<file path="src/rtl/cfs_pkg.sv">
// Constants and types for the CPU flag and stack register block
`default_nettype none
package cfs_pkg;
	// ----------------------------------------------------------------
	// Condition code layout
	// ----------------------------------------------------------------
	localparam int CC_CARRY_BIT = 0;
	localparam int CC_ZERO_BIT = 1;
	localparam int CC_NEG_BIT = 2;
	localparam int CC_MASK_LO_BIT = 3;
	localparam int CC_HALF_BIT = 4;
	localparam int CC_MASK_HI_BIT = 5;
	localparam logic [7:0] CC_FIXED_ONES = 8'hC0;
	localparam logic [7:0] CC_RESET = 8'hE8;
	// ----------------------------------------------------------------
	// Stack pointer
	// ----------------------------------------------------------------
	localparam logic [15:0] SP_RESET = 16'h017F;
	localparam logic [15:0] SP_FIXED = 16'h0100;
	localparam int SP_LOW_BITS = 7;
	localparam int CALL_BYTES = 2;
	localparam int IRQ_BYTES = 5;
	// ----------------------------------------------------------------
	// Priority mask encodings (upper, lower)
	// ----------------------------------------------------------------
	localparam logic [1:0] LEVEL0 = 2'h2;
	localparam logic [1:0] LEVEL1 = 2'h1;
	localparam logic [1:0] LEVEL2 = 2'h0;
	localparam logic [1:0] LEVEL3 = 2'h3;
	// ----------------------------------------------------------------
	// Operations
	// ----------------------------------------------------------------
	typedef enum logic [3:0] {
		OP_NONE   = 4'h0,
		OP_ADD    = 4'h1,
		OP_RESULT = 4'h2,
		OP_ARITH  = 4'h3,
		OP_SHIFT  = 4'h4,
		OP_SETC   = 4'h5,
		OP_CLRC   = 4'h6,
		OP_MASKR  = 4'h7,
		OP_MASKA  = 4'h8,
		OP_CCPOP  = 4'h9,
		OP_SPRST  = 4'hA,
		OP_SPLOAD = 4'hB,
		OP_PCLOAD = 4'hC,
		OP_PCINC  = 4'hD
	} cfs_op_type;
	typedef enum logic [6:0] {
		ST_IDLE  = 7'h01,
		ST_PUSH  = 7'h02,
		ST_POP   = 7'h04,
		ST_CALL  = 7'h08,
		ST_RET   = 7'h10,
		ST_IRQ   = 7'h20,
		ST_HANDLER_RETURN_OP  = 7'h40
	} cfs_state_type;
endpackage
`default_nettype wire

</file>
<file path="src/rtl/cfs_regs.sv">
// CPU condition code, program counter and stack sequencing
// Functional notes
// RQ1: Half carry at bit 4 follows carry from bit 3 on add operations.
// RQ2: Negative flag at bit 2 copies result bit 7.
// RQ3: Zero flag at bit 1 set when result is zero.
// RQ4: Carry at bit 0 from arithmetic, set/clear, test, shift and rotate.
// RQ5: Mask bits 5 and 3 encode levels 10,01,00,11.
// RQ6: Interrupt entry loads mask from vector priority; mask ops also change it.
// RQ7: Condition code pushes and pops as a whole byte.
// RQ8: Pointer names next free byte; decrement after push, increment before pop.
// RQ9: Upper nine pointer bits fixed; reset and reinit load 017Fh.
// RQ10: Pointer wraps silently at both stack limits.
// RQ11: Interrupt stacks program counter low byte first, rest lower.
// RQ12: Call uses two stack bytes, interrupt five.
// RQ13: Second index register untouched by interrupt entry and return.
// RQ14: Program counter is low and high byte registers.
// RQ15: Stack pointer low byte loadable and readable directly.
// RQ16: Interrupt stacks PC, X, A, CC; return restores all, mask included.
// RQ17: Unassigned condition code bits read as one, ignore writes.
`default_nettype none
module cfs_regs (
	input  wire logic              mclk,
	input  wire logic              resetn,
	input  wire cfs_pkg::cfs_op_type op,
	input  wire logic [7:0]        result,
	input  wire logic              alu_carry,
	input  wire logic              alu_half,
	input  wire logic [7:0]        op_data,
	input  wire logic [15:0]       pc_value,
	input  wire logic              push_req,
	input  wire logic              pop_req,
	input  wire logic              call_req,
	input  wire logic              ret_req,
	input  wire logic              irq_req,
	input  wire logic              handler_return_op_req,
	input  wire logic [1:0]        vector_priority_setting,
	input  wire logic [15:0]       vector_addr,
	input  wire logic [7:0]        x_value,
	input  wire logic [7:0]        a_value,
	input  wire logic [7:0]        stack_rdata,
	output logic      [7:0]        condition_code,
	output logic      [7:0]        prog_counter_low_byte,
	output logic      [7:0]        prog_counter_high_byte,
	output logic      [15:0]       stack_pointer,
	output logic      [15:0]       stack_addr,
	output logic      [7:0]        stack_wdata,
	output logic                   stack_we,
	output logic                   stack_re,
	output logic      [7:0]        x_restore,
	output logic      [7:0]        a_restore,
	output logic                   xa_restore_valid,
	output logic                   busy
);
	// ----------------------------------------------------------------
	// State
	// ----------------------------------------------------------------
	cfs_pkg::cfs_state_type state_q, state_d;
	logic [2:0]  cnt_q, cnt_d;
	logic [7:0]  cc_q, cc_d;
	logic [15:0] pc_q, pc_d;
	logic [7:0]  x_q, x_d, a_q, a_d;
	logic        xav_q, xav_d;
	logic [15:0] addr_q, addr_d;
	logic [7:0]  wdata_q, wdata_d;
	logic        we_q, we_d, re_q, re_d;
	logic        busy_q, busy_d;
	logic        sp_dec, sp_inc, sp_reinit, sp_load;
	logic [15:0] sp;
	logic [15:0] sp_next_up;
	logic [7:0]  stack_snap [0:4];

	cfs_stack_ptr u_sp (
		.mclk       (mclk),
		.resetn     (resetn),
		.reinit     (sp_reinit),
		.load       (sp_load),
		.load_value (op_data),
		.dec        (sp_dec),
		.inc        (sp_inc),
		.sp         (sp)
	);

	assign sp_next_up = cfs_pkg::SP_FIXED | {9'h000, sp[6:0] + 7'h01};

	// ----------------------------------------------------------------
	// Next state
	// ----------------------------------------------------------------
	always_comb begin
		state_d = state_q;
		cnt_d = cnt_q;
		cc_d = cc_q;
		pc_d = pc_q;
		x_d = x_q;
		a_d = a_q;
		xav_d = 1'b0;
		addr_d = addr_q;
		wdata_d = wdata_q;
		we_d = 1'b0;
		re_d = 1'b0;
		sp_dec = 1'b0;
		sp_inc = 1'b0;
		sp_reinit = 1'b0;
		sp_load = 1'b0;
		case (state_q)
			cfs_pkg::ST_IDLE: begin
				case (op)
					cfs_pkg::OP_ADD: begin
						cc_d[cfs_pkg::CC_HALF_BIT] = alu_half; // RQ1
						cc_d[cfs_pkg::CC_CARRY_BIT] = alu_carry; // RQ4
						cc_d[cfs_pkg::CC_NEG_BIT] = result[7]; // RQ2
						cc_d[cfs_pkg::CC_ZERO_BIT] = (result == 8'h00); // RQ3
					end
					cfs_pkg::OP_ARITH: begin
						cc_d[cfs_pkg::CC_CARRY_BIT] = alu_carry; // RQ4
						cc_d[cfs_pkg::CC_NEG_BIT] = result[7]; // RQ2
						cc_d[cfs_pkg::CC_ZERO_BIT] = (result == 8'h00); // RQ3
					end
					cfs_pkg::OP_RESULT: begin
						cc_d[cfs_pkg::CC_NEG_BIT] = result[7]; // RQ2
						cc_d[cfs_pkg::CC_ZERO_BIT] = (result == 8'h00); // RQ3
					end
					cfs_pkg::OP_SHIFT: cc_d[cfs_pkg::CC_CARRY_BIT] = alu_carry; // RQ4
					cfs_pkg::OP_SETC:  cc_d[cfs_pkg::CC_CARRY_BIT] = 1'b1; // RQ4
					cfs_pkg::OP_CLRC:  cc_d[cfs_pkg::CC_CARRY_BIT] = 1'b0; // RQ4
					cfs_pkg::OP_MASKR: begin
						cc_d[cfs_pkg::CC_MASK_HI_BIT] = cfs_pkg::LEVEL0[1]; // RQ6
						cc_d[cfs_pkg::CC_MASK_LO_BIT] = cfs_pkg::LEVEL0[0]; // RQ6
					end
					cfs_pkg::OP_MASKA: begin
						cc_d[cfs_pkg::CC_MASK_HI_BIT] = cfs_pkg::LEVEL3[1]; // RQ6
						cc_d[cfs_pkg::CC_MASK_LO_BIT] = cfs_pkg::LEVEL3[0]; // RQ6
					end
					cfs_pkg::OP_CCPOP: cc_d = op_data | cfs_pkg::CC_FIXED_ONES; // RQ7 RQ17
					cfs_pkg::OP_SPRST: sp_reinit = 1'b1; // RQ9
					cfs_pkg::OP_SPLOAD: sp_load = 1'b1; // RQ15
					cfs_pkg::OP_PCLOAD: pc_d = pc_value; // RQ14
					cfs_pkg::OP_PCINC: pc_d = pc_q + 16'h0001; // RQ14
					default: begin
					end
				endcase
				if (irq_req) begin
					state_d = cfs_pkg::ST_IRQ;
					cnt_d = 3'h0;
				end else if (handler_return_op_req) begin
					state_d = cfs_pkg::ST_HANDLER_RETURN_OP;
					cnt_d = 3'h0;
				end else if (call_req) begin
					state_d = cfs_pkg::ST_CALL;
					cnt_d = 3'h0;
				end else if (ret_req) begin
					state_d = cfs_pkg::ST_RET;
					cnt_d = 3'h0;
				end else if (push_req) begin
					// Write at next free location, then decrement
					addr_d = sp; // RQ8
					wdata_d = op_data;
					we_d = 1'b1;
					sp_dec = 1'b1; // RQ8
				end else if (pop_req) begin
					// Increment first, then read
					addr_d = sp_next_up; // RQ8
					re_d = 1'b1;
					sp_inc = 1'b1; // RQ8
					state_d = cfs_pkg::ST_POP;
				end
			end
			cfs_pkg::ST_POP: state_d = cfs_pkg::ST_IDLE;
			cfs_pkg::ST_CALL: begin
				// Two bytes: low then high
				addr_d = sp;
				wdata_d = (cnt_q == 3'h0) ? pc_q[7:0] : pc_q[15:8];
				we_d = 1'b1;
				sp_dec = 1'b1; // RQ12
				cnt_d = cnt_q + 3'h1;
				if (cnt_q == 3'(cfs_pkg::CALL_BYTES - 1)) begin
					pc_d = pc_value;
					state_d = cfs_pkg::ST_IDLE;
				end
			end
			cfs_pkg::ST_RET: begin
				addr_d = sp_next_up;
				re_d = 1'b1;
				sp_inc = 1'b1; // RQ12
				cnt_d = cnt_q + 3'h1;
				if (cnt_q == 3'(cfs_pkg::CALL_BYTES)) begin
					sp_inc = 1'b0;
					re_d = 1'b0;
					// Last byte taken from the read that stands this cycle
					pc_d = {stack_snap[0], stack_rdata}; // RQ14
					state_d = cfs_pkg::ST_IDLE;
				end
			end
			cfs_pkg::ST_IRQ: begin
				// PROG_COUNTER_LOW_BYTE, PROG_COUNTER_HIGH_BYTE, X, A, CC at successively lower addresses; Y untouched
				addr_d = sp; // RQ11
				case (cnt_q)
					3'h0: wdata_d = pc_q[7:0]; // RQ11
					3'h1: wdata_d = pc_q[15:8]; // RQ16
					3'h2: wdata_d = x_value; // RQ16 RQ13
					3'h3: wdata_d = a_value; // RQ16
					default: wdata_d = cc_q; // RQ16 RQ7
				endcase
				we_d = 1'b1;
				sp_dec = 1'b1; // RQ12
				cnt_d = cnt_q + 3'h1;
				if (cnt_q == 3'(cfs_pkg::IRQ_BYTES - 1)) begin
					cc_d[cfs_pkg::CC_MASK_HI_BIT] = vector_priority_setting[1]; // RQ6 RQ5
					cc_d[cfs_pkg::CC_MASK_LO_BIT] = vector_priority_setting[0]; // RQ6 RQ5
					pc_d = vector_addr; // RQ16
					state_d = cfs_pkg::ST_IDLE;
				end
			end
			cfs_pkg::ST_HANDLER_RETURN_OP: begin
				addr_d = sp_next_up;
				re_d = 1'b1;
				sp_inc = 1'b1; // RQ12
				cnt_d = cnt_q + 3'h1;
				if (cnt_q == 3'(cfs_pkg::IRQ_BYTES)) begin
					sp_inc = 1'b0;
					re_d = 1'b0;
					cc_d = stack_snap[0] | cfs_pkg::CC_FIXED_ONES; // RQ16 RQ17
					a_d = stack_snap[1];
					x_d = stack_snap[2];
					xav_d = 1'b1; // RQ13
					pc_d = {stack_snap[3], stack_rdata}; // RQ16
					state_d = cfs_pkg::ST_IDLE;
				end
			end
			default: state_d = cfs_pkg::ST_IDLE;
		endcase
		busy_d = (state_d != cfs_pkg::ST_IDLE);
	end

	// ----------------------------------------------------------------
	// Registers
	// ----------------------------------------------------------------
	always_ff @(posedge mclk) begin
		if (!resetn) begin
			state_q <= cfs_pkg::ST_IDLE;
			cnt_q <= 3'h0;
			cc_q <= cfs_pkg::CC_RESET;
			pc_q <= 16'h0000;
			x_q <= 8'h00;
			a_q <= 8'h00;
			xav_q <= 1'b0;
			addr_q <= cfs_pkg::SP_RESET;
			wdata_q <= 8'h00;
			we_q <= 1'b0;
			re_q <= 1'b0;
			busy_q <= 1'b0;
			for (int i = 0; i < 5; i++) begin
				stack_snap[i] <= 8'h00;
			end
		end else begin
			state_q <= state_d;
			cnt_q <= cnt_d;
			cc_q <= cc_d | cfs_pkg::CC_FIXED_ONES; // RQ17
			pc_q <= pc_d;
			x_q <= x_d;
			a_q <= a_d;
			xav_q <= xav_d;
			addr_q <= addr_d;
			wdata_q <= wdata_d;
			we_q <= we_d;
			re_q <= re_d;
			busy_q <= busy_d;
			// Return sequences only; read k lands while cnt_q equals k
			if (re_q && state_q != cfs_pkg::ST_POP) begin
				stack_snap[cnt_q - 3'h1] <= stack_rdata;
			end
		end
	end

	assign condition_code = cc_q;
	assign prog_counter_low_byte = pc_q[7:0];
	assign prog_counter_high_byte = pc_q[15:8];
	assign stack_pointer = sp;
	assign stack_addr = addr_q;
	assign stack_wdata = wdata_q;
	assign stack_we = we_q;
	assign stack_re = re_q;
	assign x_restore = x_q;
	assign a_restore = a_q;
	assign xa_restore_valid = xav_q;
	assign busy = busy_q;

	// ----------------------------------------------------------------
	// Assertions
	// ----------------------------------------------------------------
	property p_fixed_ones;
		@(posedge mclk) disable iff (!resetn) (cc_q & cfs_pkg::CC_FIXED_ONES) == cfs_pkg::CC_FIXED_ONES;
	endproperty
	a_fixed_ones: assert property (p_fixed_ones) else $error("fixed cc bits not one"); // RQ17

	property p_half;
		@(posedge mclk) disable iff (!resetn)
			(state_q == cfs_pkg::ST_IDLE && op == cfs_pkg::OP_ADD && !irq_req) |=> cc_q[4] == $past(alu_half);
	endproperty
	a_half: assert property (p_half) else $error("half carry wrong"); // RQ1

	property p_neg;
		@(posedge mclk) disable iff (!resetn)
			(state_q == cfs_pkg::ST_IDLE && op == cfs_pkg::OP_RESULT && !irq_req) |=> cc_q[2] == $past(result[7]);
	endproperty
	a_neg: assert property (p_neg) else $error("negative flag wrong"); // RQ2

	property p_zero;
		@(posedge mclk) disable iff (!resetn)
			(state_q == cfs_pkg::ST_IDLE && op == cfs_pkg::OP_RESULT && !irq_req) |=> cc_q[1] == ($past(result) == 8'h00);
	endproperty
	a_zero: assert property (p_zero) else $error("zero flag wrong"); // RQ3

	property p_setc;
		@(posedge mclk) disable iff (!resetn)
			(state_q == cfs_pkg::ST_IDLE && op == cfs_pkg::OP_SETC && !irq_req) |=> cc_q[0];
	endproperty
	a_setc: assert property (p_setc) else $error("carry not set"); // RQ4

	property p_sp_fixed;
		@(posedge mclk) disable iff (!resetn) sp[15:7] == cfs_pkg::SP_FIXED[15:7];
	endproperty
	a_sp_fixed: assert property (p_sp_fixed) else $error("stack pointer upper bits moved"); // RQ9

	property p_push;
		@(posedge mclk) disable iff (!resetn) we_q |-> stack_addr == $past(sp) && sp[6:0] == $past(sp[6:0]) - 7'h01;
	endproperty
	a_push: assert property (p_push) else $error("push address or decrement wrong"); // RQ8

	property p_irq_len;
		@(posedge mclk) disable iff (!resetn)
			(state_q == cfs_pkg::ST_IDLE && irq_req) |=> (state_q == cfs_pkg::ST_IRQ)[*5] ##1 state_q == cfs_pkg::ST_IDLE;
	endproperty
	a_irq_len: assert property (p_irq_len) else $error("interrupt stacking length wrong"); // RQ12

	property p_irq_first;
		@(posedge mclk) disable iff (!resetn)
			(state_q == cfs_pkg::ST_IDLE && irq_req) |=> ##1 stack_we && stack_wdata == $past(pc_q[7:0]);
	endproperty
	a_irq_first: assert property (p_irq_first) else $error("first stacked byte not pc low"); // RQ11

	property p_irq_mask;
		@(posedge mclk) disable iff (!resetn)
			(state_q == cfs_pkg::ST_IRQ && cnt_q == 3'h4) |=> {cc_q[5], cc_q[3]} == $past(vector_priority_setting);
	endproperty
	a_irq_mask: assert property (p_irq_mask) else $error("mask not loaded on entry"); // RQ6

	c_irq: cover property (@(posedge mclk) disable iff (!resetn) state_q == cfs_pkg::ST_IRQ ##5 state_q == cfs_pkg::ST_IDLE);
	c_handler_return_op: cover property (@(posedge mclk) disable iff (!resetn) xa_restore_valid);
	c_wrap: cover property (@(posedge mclk) disable iff (!resetn) sp == cfs_pkg::SP_FIXED ##1 sp == cfs_pkg::SP_RESET);
endmodule
`default_nettype wire

</file>
<file path="src/rtl/cfs_stack_ptr.sv">
// Stack pointer with fixed upper bits and wrap-around
`default_nettype none
module cfs_stack_ptr (
	input  wire logic        mclk,
	input  wire logic        resetn,
	input  wire logic        reinit,
	input  wire logic        load,
	input  wire logic [7:0]  load_value,
	input  wire logic        dec,
	input  wire logic        inc,
	output logic      [15:0] sp
);
	logic [6:0] low_q;
	logic [6:0] low_d;

	always_comb begin
		low_d = low_q;
		if (reinit) begin
			low_d = cfs_pkg::SP_RESET[6:0]; // RQ9
		end else if (load) begin
			low_d = load_value[6:0]; // RQ15
		end else if (dec) begin
			low_d = low_q - 7'h01; // RQ10
		end else if (inc) begin
			low_d = low_q + 7'h01; // RQ10
		end
	end

	always_ff @(posedge mclk) begin
		if (!resetn) begin
			low_q <= cfs_pkg::SP_RESET[6:0]; // RQ9
		end else begin
			low_q <= low_d;
		end
	end

	assign sp = cfs_pkg::SP_FIXED | {9'h000, low_q}; // RQ9
endmodule
`default_nettype wire

</file>
<file path="config.mk">
export PLATFORM = sky130hd
export DESIGN_NAME = cfs_regs
export DESIGN_NICKNAME = d
export VERILOG_FILES = /design/src/rtl/cfs_pkg.sv /design/src/rtl/cfs_regs.sv /design/src/rtl/cfs_stack_ptr.sv
export SDC_FILE = /design/constraint.sdc
export NUM_CORES = 1
export LEC_CHECK = 0
export CAP_MARGIN = 15
export CELL_PAD_IN_SITES_DETAIL_PLACEMENT = 2
export CELL_PAD_IN_SITES_GLOBAL_PLACEMENT = 2
export CORE_ASPECT_RATIO = 0.9
export CORE_MARGIN = 4
export CORE_UTILIZATION = 34
export CTS_BUF_LIST = sky130_fd_sc_hd__clkbuf_4
export CTS_CLUSTER_DIAMETER = 30
export DETAILED_ROUTE_END_ITERATION = 10
export DONT_BUFFER_PORTS = 1
export GPL_ROUTABILITY_DRIVEN = 0
export GPL_TIMING_DRIVEN = 0
export PLACE_DENSITY_LB_ADDON = 0.25
export SYNTH_ARGS = -nofsm -noshare
export SYNTH_HDL_FRONTEND = slang
export SYNTH_SLANG_ARGS = --single-unit
</file>
<file path="constraint.sdc">
create_clock -name mclk -period 2.55 [get_ports mclk]
set_input_delay 0.3825 -clock mclk [delete_from_list [all_inputs] [get_ports mclk]]
set_output_delay 0.3825 -clock mclk [all_outputs]
set_load 0.03 [all_outputs]
</file>
==> results by group <==
GRT
  – Antenna violations before repair: 0
  – First-pass GRT wire length: 41500 um
  – Largest net degree at the start of global routing: 23
  – GRT Residual Overflow: 0
  – Vias in the first global route: 6784
  – Global Route Usage Sum: 25.1%

Clocking
  – Number of CTS-inserted buffers: 9
  – Clock sink count: 106
  – Clk_lat worst skew: 0.52 ns
  – Root Driver: clkbuf_4
  – Clock slew at reported path FFs: 0.19 ns
  – CTS Buffer Depth: 2
  – Clock tree from TritonCTS: yes
  – H-tree levels: 3

Drt
  – Final WL: 27300 um
  – DRC viols: 0
  – 1st-iter DRT viols: 475
  – Avg WL per Cell: 25.3 um
  – First drt pass iteration count: 5
  – Vias: 6329
  – DR vias/cell: 5.88
  – Routed Antenna Nets: 0

Synthesis
  – Synth cell types: 67
  – Xor/xnor share of the synthesized area: 3.68%
  – Post-synthesis sequential area ratio: 38.0%
  – Post-synth ARST share: 0%
  – Mux cell area share after synthesis: 1.91%
  – Post-Synth Simple-Gate Area: 23.4%
  – Mean Syn Cell Area: 8.21 um^2
  – Number of flops mapped to enable cells by yosys: 32
  – Compound-Gate Fraction of Synth Area: 24.3%
  – Synth Cell Area: 0.00642 mm^2
  – Synth warn: 0
  – Mapped Cells: 782
  – Adder-Cell Fraction of Synth Area: 1.75%
  – Post-synth top flop: dfxtp_1
  – #FFs+latches synth: 106
  – Largest family of logic cells by synthesized area: compound AO/OA/AOI/OAI gates

Floorplanning
  – Full die area: 0.0212 mm^2
  – Initial Util: 34.8%
  – Cell Rows: 47
  – Die X: 153 um
  – Ports: 172
  – Core region area: 0.0185 mm^2
  – Die Height: 138 um

Place
  – Placed cell count: 1047
  – Port Buf Inserts: 0
  – HPWL Detailed: 21200 um

Layout
  – Diode count: 0
  – Final Net Count: 923
  – Final non-filler cell total: 1076
  – Synthesis-to-layout area growth: 13.8%
  – Layout cell share with drive strength beyond 1: 14.1%

Timing
  – Slew @ Worst Pin: 0.817 ns
  – Min Clock Period, post-route: 2.45 ns
  – Final Skew: 0.0291 ns
  – Max-slew headroom: 45.5%
  – Final hold vios: 0
  – Min Hold Slack: 0.0361 ns
  – Fmax: 409 MHz
  – Max-slew violations: 0
  – RSZ-0062 raised after global routing: true
  – Tcrit/Tclk final: 96.0%
  – Final setup viols: 0

Worst setup path
  – Required @ worst endpoint: 2.93 ns
  – WP data arrival: 2.82 ns
  – Crit. End Element: flip-flop
  – CP Launch Type: flip-flop
  – Crit Path Class: reg2reg
  – Max Fanout on Critical Path: 10

Job
  – Max-Cap Viols: 0

Pwr
  – Max IR drop VDD: 226 uV
  – Pwr/cell area: 481 mW/mm^2
  – Leak pwr: 2.81 nW

Status
  – Status: completed

Worst hold path
  – Hold/Removal Path Class: in2reg
[synth_stat cells (6+ instances only)]
| cell | number | area (um^2) |
|---|---|---|
| nand2_1 | 103 | 387 |
| dfxtp_1 | 74 | 1480 |
| nor2_1 | 58 | 218 |
| o21ai_0 | 58 | 290 |
| a21oi_1 | 49 | 245 |
| clkbuf_1 | 35 | 131 |
| edfxtp_1 | 32 | 961 |
| a22oi_1 | 28 | 210 |
| and3_1 | 27 | 169 |
| nand3_1 | 27 | 135 |
| and2_1 | 26 | 163 |
| buf_4 | 22 | 165 |
| a21boi_0 | 20 | 150 |
| xor2_1 | 20 | 175 |
| buf_2 | 14 | 70.1 |
| inv_1 | 13 | 48.8 |
| nor2b_1 | 12 | 75.1 |
| o211ai_1 | 11 | 82.6 |
| a31oi_1 | 10 | 62.6 |
| mux2i_1 | 10 | 100 |
| nor4_1 | 10 | 62.6 |
| ha_1 | 9 | 113 |
| nor3_1 | 9 | 45.0 |
| o22ai_1 | 8 | 50.1 |
| xnor2_1 | 7 | 61.3 |
| a221oi_1 | 6 | 52.6 |
| a222oi_1 | 6 | 60.1 |
| nand2b_1 | 6 | 37.5 |
[through the flow]
stage | setup TNS [ns] | total power, mW | area (um^2) | util [%] | worst slack [ns]
2_1_floorplan | 0 | 2.37 | 6490 | - | 0.132
6_report | 0 | 3.52 | 7310 | 39.6 | 0.103
3_3_place_gp | -37.24 | 2.53 | 6800 | 36.8 | -0.766
4_1_cts | 0 | 3.52 | 7120 | 38.6 | 0.000723
5_1_grt | -0.144 | 3.69 | 7310 | 39.6 | -0.0452
3_5_place_dp | -41.27 | 2.55 | 6810 | 36.9 | -0.871
[routing by layer]
metal	global-route usage [%]	vias to the layer above	share of wire (%)
met1	31.7	3203	42
met3	7.91	29	7.9
met4	6.52	0	1.9
li1	-	2882	-
met5	0	-	0
met2	41.7	215	48
[layout by cell type (no fill, tap or decap), types with 3 or more instances in the layout]
cell type | netlist | routed
a211oi_1 | 5 | 5
a21boi_0 | 20 | 19
a21oi_1 | 49 | 49
a221oi_1 | 6 | 4
a222oi_1 | 6 | 6
a22oi_1 | 28 | 28
a31oi_1 | 10 | 9
a32oi_1 | 3 | 3
and2_1 | 26 | 26
and3_1 | 27 | 27
buf_2 | 14 | 12
buf_4 | 22 | 33
clkbuf_1 | 35 | 21
clkbuf_2 | 0 | 8
clkbuf_4 | 0 | 12
conb_1 | 2 | 21
dfxtp_1 | 74 | 71
dlygate4sd3_1 | 0 | 7
edfxtp_1 | 32 | 32
ha_1 | 9 | 6
inv_1 | 13 | 13
mux2i_1 | 10 | 10
nand2_1 | 103 | 101
nand2b_1 | 6 | 6
nand3_1 | 27 | 25
nand4_1 | 5 | 5
nor2_1 | 58 | 56
nor2b_1 | 12 | 8
nor3_1 | 9 | 7
nor3_4 | 2 | 4
nor4_1 | 10 | 9
o211a_1 | 5 | 5
o211ai_1 | 11 | 11
o21a_1 | 5 | 5
o21ai_0 | 58 | 56
o22ai_1 | 8 | 7
o31ai_1 | 4 | 4
or4_1 | 3 | 3
xnor2_1 | 7 | 7
xor2_1 | 20 | 20
[layout make-up]
type / count / area [um^2]
fill: 2154 / 11200
multi-input combinational: 608 / 3780
sequential: 106 / 2450
buffer: 70 / 404
tap: 245 / 307
timing repair buffer: 17 / 158
clock inverter: 7 / 86.3
clock buffer: 9 / 67.6
inverter: 14 / 52.6
[what timing repair did]
item,CTS,global route
gates resized for setup,31,37
buffers inserted,2,7
setup endpoints to repair,99,97
hold buffers,6,1
cloned,0,0
hold endpoints to repair,6,2
pin swaps,1,4
[worst max-delay path: stages (launching register included)]
cell and delay, ns:
dfxtp_1 0.48, buf_4 0.25, nor2b_1 0.31, o211ai_1 0.14
o31ai_1 0.11, nand2_1 0.20, nor3_4 0.28, buf_4 0.21
buf_4 0.20, a31oi_1 0.12
[path summary, 6_finish.rpt]
| kind | cells past startpoint | from | to | slack [ns] |
|---|---|---|---|---|
| worst max-delay path | 9 | state_q[3] | pc_q[7] | 0.10 |
| worst min-delay path | 2 | op_data[0] | stack_wdata[0] | 0.04 |
| worst max register to register | 9 | state_q[3] | pc_q[7] | 0.10 |
| worst min register to register | 2 | stack_snap[2][3] | x_restore[3] | 0.54 |
[logic make-up (layout without fill, tap and decap cells)]
logic type / Yosys count / after routing
compound gates: 237 / 237
xor+xnor: 27 / 27
fa+ha+maj: 9 / 9
buf+inv: 87 / 117
flops: 106 / 106
mux: 12 / 12
other cells: 2 / 21
simple gates: 302 / 302
[sequential cells by signal, summed over array words and instances (netlist names), 7 cells and up]
| register | flops |
|---|---|
| u_sp.low_q | 7 |
| stack_addr | 7 |
| x_restore | 8 |
| a_restore | 8 |
| state_q | 7 |
| pc_q | 16 |
| stack_wdata | 8 |
| stack_snap | 32 |
[power breakdown]
group          switching [mW]  internal [mW]  total, mW
Combinational           0.363          0.219      0.582
Clock                   0.712          0.246      0.957
Sequential              0.182           1.80       1.98
No activity file was read; power rests on OpenSTA's default activity.
